<file path="config.mk">
export PLATFORM = sky130hd
export DESIGN_NAME = amh_top
export DESIGN_NICKNAME = d
export VERILOG_FILES = /design/src/logic/amh_pkg.sv /design/src/logic/amh_alert_gate.sv /design/src/logic/amh_top.sv
export SDC_FILE = /design/constraint.sdc
export NUM_CORES = 1
export LEC_CHECK = 0
export BUFFER_PORTS_ARGS = -buffer_cell sky130_fd_sc_hd__buf_2
export CORE_MARGIN = 1
export CORE_UTILIZATION = 40
export DETAILED_ROUTE_END_ITERATION = 16
export PLACE_DENSITY = 0.73
export SETUP_SLACK_MARGIN = 0.15
export SLEW_MARGIN = 20
export SYNTH_ARGS = -nofsm -noshare
export SYNTH_HDL_FRONTEND = slang
export SYNTH_HIERARCHICAL = 1
export SYNTH_SLANG_ARGS = --single-unit
</file>
<file path="constraint.sdc">
create_clock -name clk_in -period 2.4 [get_ports clk_in]
set_input_delay 0.12 -clock clk_in [delete_from_list [all_inputs] [get_ports clk_in]]
set_output_delay 0.12 -clock clk_in [all_outputs]
set_load 0.02 [all_outputs]
</file>
<file path="src/logic/amh_pkg.sv">
package amh_pkg;
  // ****************************************
  // command codes
  // ****************************************
  localparam logic [7:0] CMD_ALERT_MASK = 8'hea;
  localparam logic [7:0] CMD_HYS_SELECT = 8'heb;
  // ****************************************
  // field layout and reset values
  // ****************************************
  localparam int BIT_TEMP_WARN = 0;
  localparam int BIT_INPUT_HIGH = 1;
  localparam int BIT_OVERCURRENT = 2;
  localparam int BIT_INPUT_LOW = 3;
  localparam int BIT_TEMP_FAULT = 4;
  localparam int BIT_LOCKOUT = 5;
  localparam int NUM_EVENTS = 6;
  localparam logic [5:0] MASK_RESET = 6'h00;
  localparam logic [1:0] HYS_RESET = 2'h0;
  // ****************************************
  // hysteresis codes and degrees
  // ****************************************
  localparam logic [1:0] HYS_CODE_20 = 2'h0;
  localparam logic [1:0] HYS_CODE_25 = 2'h1;
  localparam logic [1:0] HYS_CODE_30 = 2'h2;
  localparam logic [1:0] HYS_CODE_35 = 2'h3;
  localparam logic [7:0] HYS_DEG_20 = 8'h14;
  localparam logic [7:0] HYS_DEG_25 = 8'h19;
  localparam logic [7:0] HYS_DEG_30 = 8'h1e;
  localparam logic [7:0] HYS_DEG_35 = 8'h23;
endpackage

</file>
<file path="src/logic/amh_alert_gate.sv">
`timescale 1ns/100ps
// ****************************************
// per-event mask gating
// ****************************************
module amh_alert_gate #(
  parameter int N = 6
) (
  input wire logic [N-1:0] event_in,
  input wire logic [N-1:0] mask_in,
  output logic any_out
);
  logic [N-1:0] pass;
  // one gate per event source
  for (genvar i = 0; i < N; i++) begin : g_ev
    assign pass[i] = event_in[i] & ~mask_in[i];
  end
  assign any_out = |pass;
endmodule

</file>
<file path="src/logic/amh_top.sv">
`timescale 1ns/100ps
// What this block does
// - mask bit 5 set stops input lockout from driving alert; clear lets it.
// - mask bit 4 set stops temperature fault raising alert; clear lets it.
// - mask bit 3 set stops input low warning raising alert.
// - mask bit 2 set stops input overcurrent warning raising alert.
// - mask bit 1 set stops input high warning raising alert.
// - mask bit 0 set stops temperature warning raising alert.
// - read/write 2-bit hysteresis register at command code ebh.
// - hysteresis code 00 gives 20 degrees, code 11 gives 35 degrees.
module amh_top (
  input wire logic clk_in,
  input wire logic srst_in,
  input wire logic wr_en_in,
  input wire logic rd_en_in,
  input wire logic [7:0] cmd_in,
  input wire logic [15:0] wr_data_in,
  input wire logic [amh_pkg::NUM_EVENTS-1:0] event_in,
  output logic [15:0] rd_data_out,
  output logic rd_valid_out,
  output logic rd_err_out,
  output logic alert_out_n,
  output logic [1:0] hysteresis_code_out,
  output logic [7:0] hys_degrees_out
);
  import amh_pkg::*;

  // ****************************************
  // registers
  // ****************************************
  logic [5:0] mask_q;
  logic [1:0] hys_q;
  logic any_alert;
  logic [7:0] deg_d;

  // alert mask write, upper bits not held here
  always_ff @(posedge clk_in) begin
    if (srst_in) begin
      mask_q <= MASK_RESET;
    end else if (wr_en_in && cmd_in == CMD_ALERT_MASK) begin
      mask_q <= wr_data_in[5:0];
    end
  end

  // hysteresis write, reserved bits dropped
  always_ff @(posedge clk_in) begin
    if (srst_in) begin
      hys_q <= HYS_RESET;
    end else if (wr_en_in && cmd_in == CMD_HYS_SELECT) begin
      hys_q <= wr_data_in[1:0];
    end
  end

  // ****************************************
  // read path
  // ****************************************
  always_ff @(posedge clk_in) begin
    if (srst_in) begin
      rd_data_out <= 16'h0000;
      rd_valid_out <= 1'b0;
      rd_err_out <= 1'b0;
    end else begin
      rd_valid_out <= rd_en_in;
      rd_err_out <= 1'b0;
      rd_data_out <= 16'h0000;
      if (rd_en_in) begin
        case (cmd_in)
          CMD_ALERT_MASK: rd_data_out <= {10'h000, mask_q};
          CMD_HYS_SELECT: rd_data_out <= {14'h0000, hys_q};
          default: rd_err_out <= 1'b1;
        endcase
      end
    end
  end

  // ****************************************
  // alert gating
  // ****************************************
  // bits 0..5 mask each event source
  amh_alert_gate #(.N(NUM_EVENTS)) u_gate (
    .event_in(event_in),
    .mask_in(mask_q),
    .any_out(any_alert)
  );

  // active-low alert, registered
  always_ff @(posedge clk_in) begin
    if (srst_in) begin
      alert_out_n <= 1'b1;
    end else begin
      alert_out_n <= ~any_alert;
    end
  end

  // ****************************************
  // hysteresis decode
  // ****************************************
  always_comb begin
    case (hys_q)
      HYS_CODE_20: deg_d = HYS_DEG_20;
      HYS_CODE_25: deg_d = HYS_DEG_25;
      HYS_CODE_30: deg_d = HYS_DEG_30;
      HYS_CODE_35: deg_d = HYS_DEG_35;
      default: deg_d = HYS_DEG_20;
    endcase
  end

  // selected hysteresis to protection path
  always_ff @(posedge clk_in) begin
    if (srst_in) begin
      hysteresis_code_out <= HYS_RESET;
      hys_degrees_out <= HYS_DEG_20;
    end else begin
      hysteresis_code_out <= hys_q;
      hys_degrees_out <= deg_d;
    end
  end
endmodule

</file>
======== Yosys cells after proc, flatten, opt, wreduce, memory -nomap -nowiden ========
Cells that the tools add are included.
storage, ports and cells
  input bits .............................. 34
  register bits ........................... 37
  output and inout port bits .............. 29
  logic and storage cells ................. 36
cells by class
  reduce and logical (&&, ||, !) cells .... 6
  bitwise operators ....................... 14
  mux-type cells .......................... 3
  eq/ne operators ......................... 5
operators by type and width
  kind                  count
  $pmux W8 S4           1
  $eq A8 B8 Y1 const B  2
  $pmux W6 S2           1
  $not A1 Y1            8
  $and A1 B1 Y1         6
  $reduce_or A6 Y1      1
  $eq A2 B2 Y1 const B  2
  $reduce_or A2 Y1      2
  $eq A2 B1 Y1 const B  1
  $logic_and A1 B1 Y1   2
  $logic_not A2 Y1      1
  $mux W1               1

======== Logic depth before layout (Yosys ltp) ========
  depth in word-level cells ............... 4
  depth in mapped cells ................... 4
  gate-level depth less buffers ........... 4

======== Cells and area by module ========
Netlist, hierarchy kept.
modules (own cells, without submodules)
  module          cells each  seq. area each (um2)  area an instance (um2)  times used
  amh_top         99          500.5                 1,082.3                 1
  amh_alert_gate  10          0.0                   47.5                    1

======== Worst setup path before layout ========
OpenSTA, ideal clock, no wires.
  kind .................................... input to register
  from .................................... input cmd_in[2]
  to ...................................... register rd_data_out[2]
  data required time ...................... 2,312 ps
  stages .................................. 4
  path slack .............................. 1,204 ps
  setup time .............................. 88 ps
  buffers on the path ..................... 1
  arrival time ............................ 1,108 ps
  cell sequence ........................... or3b_4 > or2_1 > buf_6 > nor4b_4
on the way
  word-level cells in the longest chain between the ends .. 2
  elaborated cells on any way between the ends .. 3
  classes of those cells .................. eq/ne (2); mux (1)
ends and longest elaborated chain
  what                  line           source
  from (decl)           amh_top.sv:16  input wire logic [7:0] cmd_in,
  $eq A8 B8 Y1          amh_top.sv:67  case (cmd_in)
  $pmux W6 S2 *         amh_top.sv:67
  to (signal assigned)  amh_top.sv:68  CMD_ALERT_MASK: rd_data_out <= {10'h000, mask_q};
  to (signal assigned)  amh_top.sv:69  CMD_HYS_SELECT: rd_data_out <= {14'h0000, hys_q};
  to (decl)             amh_top.sv:19  output logic [15:0] rd_data_out,
Mark *: on every way between the ends. The rest lies on a longest branch, timed or not.
A chain may end at the register's enable or synchronous reset.

======== Final worst setup path ========
  from .................................... register hys_q[0]
  to ...................................... register hys_degrees_out[2]
on the way
  word-level cells in the longest chain between the ends .. 2
  elaborated cells on any way between the ends .. 5
  classes of those cells .................. eq/ne (3); mux (1); reduce/logical (1)
ends and longest elaborated chain
  what                                  line            source
  from (decl)                           amh_top.sv:32   logic [1:0] hys_q;
  from (signal assigned)                amh_top.sv:50   hys_q <= wr_data_in[1:0];
  $eq A2 B2 Y1 (tied with other cells)  amh_top.sv:99   case (hys_q)
  $pmux W8 S4 *                         amh_top.sv:99
  to (signal assigned)                  amh_top.sv:115  hys_degrees_out <= deg_d;
  to (decl)                             amh_top.sv:24   output logic [7:0] hys_degrees_out
Mark *: on every way between the ends. The rest lies on a longest branch, timed or not. The select of a mux whose other input is x is not followed.

==> reports/summary.txt <==
Total Routing Usage GR: 13.2%
Vias/cell: 4.53
CP required: 2.61 ns
Post-CTS Setup Bufs: 0
worst-path fanout max: 6
Syn Inst Count: 109
Initial Util: 44.0%
clock skew: 0.000709 ns
Avg WL per Cell: 10.5 µm
R2R depth: 3
drt total wl: 1.87 mm
vias in the first global route: 601
post-route cell area: 1320 µm²
worst skew pair latency: 0.31 ns
Num CTS Buffers: 3
Seq/Total Area, Yosys: 44.3%
Syn Area/Cell: 10.4 µm²
PostCTS Resize Cnt: 0
Post-Synth Simple-Gate Area: 25.0%
synthesized cell area: 1130 µm²
CTS Root Cell: clkbuf_4
outcome: finished, final reports clean
FP Rows: 18
H-tree lvl count: 1
Power Dens Cells: 504 nW/µm²
DP Area: 1290 µm²
clock tree buffer depth: 2
Yosys Warn Count: 6
Hold Crit Start: wr_data_in[2]
Setup Viol. Count Final: 0
core footprint: 2570 µm²
Fin. Hold Viols: 0
Die W: 55.1 µm
synth top area cells: dfxtp_1 (44%), nand2b_1 (8.3%), buf_4 (8.0%)
r2r setup slk: 1.18 ns
CP Launch Type: flip-flop
Hold-fix buffers, CTS: 0
fmax: 0.817 GHz
Pleak: 0.000615 µW
die height: 55.1 µm
Worst Hold Depth: 3
number of buffers added on ports: 40
Placer Congestion: 0.736
First-pass DRT Iterations: 4
TritonCTS sink count: 25
first-pass GRT wire length: 2.66 mm
DRT antenna net count: 0
mux contribution to synthesized area: 7.09%
Distinct cells, synth: 24
Die ar.: 3040 µm²
Ports: 63
CP Capture Type: flip-flop
Hold Path Sink: mask_q[2]
Yosys top cell by area: dfxtp_1
CTS tree: built
Crit Path Class: reg2reg
VDD IR-drop max: 0.361 mV
DR iter-0 viols: 14
Yosys reg bits: 25
largest net degree at the start of global routing: 23
drt drc: 0
XOR/XNOR share of the synthesized area: 0%
Clock transition at path regs: 0.12 ns
max-capacitance violation count: 0
Critical Path AT: 1.43 ns
multi-input logic area: 519 µm²
Vias: 806
largest family of logic cells by synthesized area: simple AND/OR/NAND/NOR gates
initial antenna violation count: 0
GRT overflow: 0
critical path launch point: hys_q[0]
RSZ-0062 raised after global routing: false
RR Endpoint: hys_degrees_out[2]
Hold WC Path Type: in2reg
reg2reg start: hys_q[0]
complex-gate fraction of the synthesized area: 4.32%
Period minus WS final: 1.22 ns
Area Overhead vs Synth: 16.9%
hpwl dp: 1.48 mm
measured slew at the worst slew-check pin: 0.559 ns
Synth top area share: 44.3%
Post-Synth Adder-Cell Area: 5.54%
period utilization: 51.0%
Max Slew Vio Count: 0
n_diodes: 0
post-route setup TNS: 0 ns
Register Area: 500 µm²
fraction of layout cells with a size suffix above 1: 33.8%
number of fill cells: 257
layout net count: 188
slew margin rel.: 62.5%
cell usage after synthesis, drive strengths merged:
cell type  count
nand2b        15
buf           14
mux2i          8
dfxtp         25
nand2          1
nand4          1
clkbuf         2
inv           10
ha             5
or3b           1
nor4b          4
nor2           3
or3            2
nor3           3
and2           1
conb           1
nor4           1
o22ai          3
o31ai          4
or2            1
nor2b          4
power breakdown:
| part | switching, µW | internal (µW) | leakage (µW) |
|---|---|---|---|
| logic | 44.4 | 25.6 | 0.000398 |
| clock network | 113 | 65.0 | 0.0000150 |
| registers | 0.683 | 418 | 0.000202 |
| total | 158 | 508 | 0.000615 |
state kept, by name (all words and copies together), names as in the netlist:
register and flops:
alert_out_n 1, rd_data_out 6, hysteresis_code_out 2, hys_q 2
mask_q 6, rd_err_out 1, hys_degrees_out 6, rd_valid_out 1
area by class of cell:
class | count | share of cell area [%]
sequential | 25 | 37.9
inverter | 10 | 2.84
clock buffer | 4 | 1.99
multi-input combinational | 69 | 39.3
timing repair buffer | 40 | 15.2
tap | 30 | 2.84
through the flow:
stage | instances | worst slack [ns] | hold slack [ns] | total power, µW | utilization [%]
floorplan | 120 | 1.20 | 0.275 | 489 | -
global placement | 174 | 1.02 | 0.382 | 497 | 50.4
detailed placement | 174 | 0.960 | 0.400 | 498 | 50.4
CTS | 178 | 1.17 | 0.0488 | 676 | 51.5
global route | 178 | 1.12 | 0.0426 | 696 | 51.5
finish | 178 | 1.18 | 0.0554 | 667 | 51.5
cells in the final DEF (no fill, tap or decap), drive strengths merged:
cell / netlist / final
and2: 1 / 1
nor3: 3 / 3
nor2b: 4 / 4
o22ai: 3 / 3
nand2: 1 / 1
dfxtp: 25 / 25
ha: 5 / 5
o31ai: 4 / 4
or3: 2 / 2
clkbuf: 2 / 4
mux2i: 8 / 8
buf: 14 / 40
conb: 1 / 12
nand4: 1 / 1
or3b: 1 / 1
nor4: 1 / 1
nand2b: 15 / 15
nor2: 3 / 3
nor4b: 4 / 4
or2: 1 / 1
inv: 10 / 10
routing by layer:
| metal | global-route usage (%) | vias up | share of wire, % |
|---|---|---|---|
| li1 | - | 412 | - |
| met1 | 16.2 | 349 | 43 |
| met2 | 20.1 | 40 | 47 |
| met3 | 1.64 | 5 | 7.3 |
| met4 | 11.3 | 0 | 3.0 |
| met5 | 0 | - | 0 |
worst max-delay path by stage:
stage,to,slack (ns)
global route,hys_degrees_out[2],1.12
finish,hys_degrees_out[2],1.18
CTS,hys_degrees_out[2],1.17
detailed placement,rd_data_out[3],0.96
floorplan,rd_data_out[2],1.20
global placement,rd_data_out[4],1.02
cell families after synthesis:
family	count (synthesis)
AO/OA/AOI/OAI	7
AND/OR/NAND/NOR	37
adder cells (fa/ha/maj)	5
multiplexers	8
flip-flops	25
buffers and inverters	26
other	1
critical path: stages (launching register included):
cell and delay (ns):
dfxtp_1 0.45, inv_1 0.10, ha_1 0.21, or3_1 0.36
No activity file was read; power rests on OpenSTA's default activity.
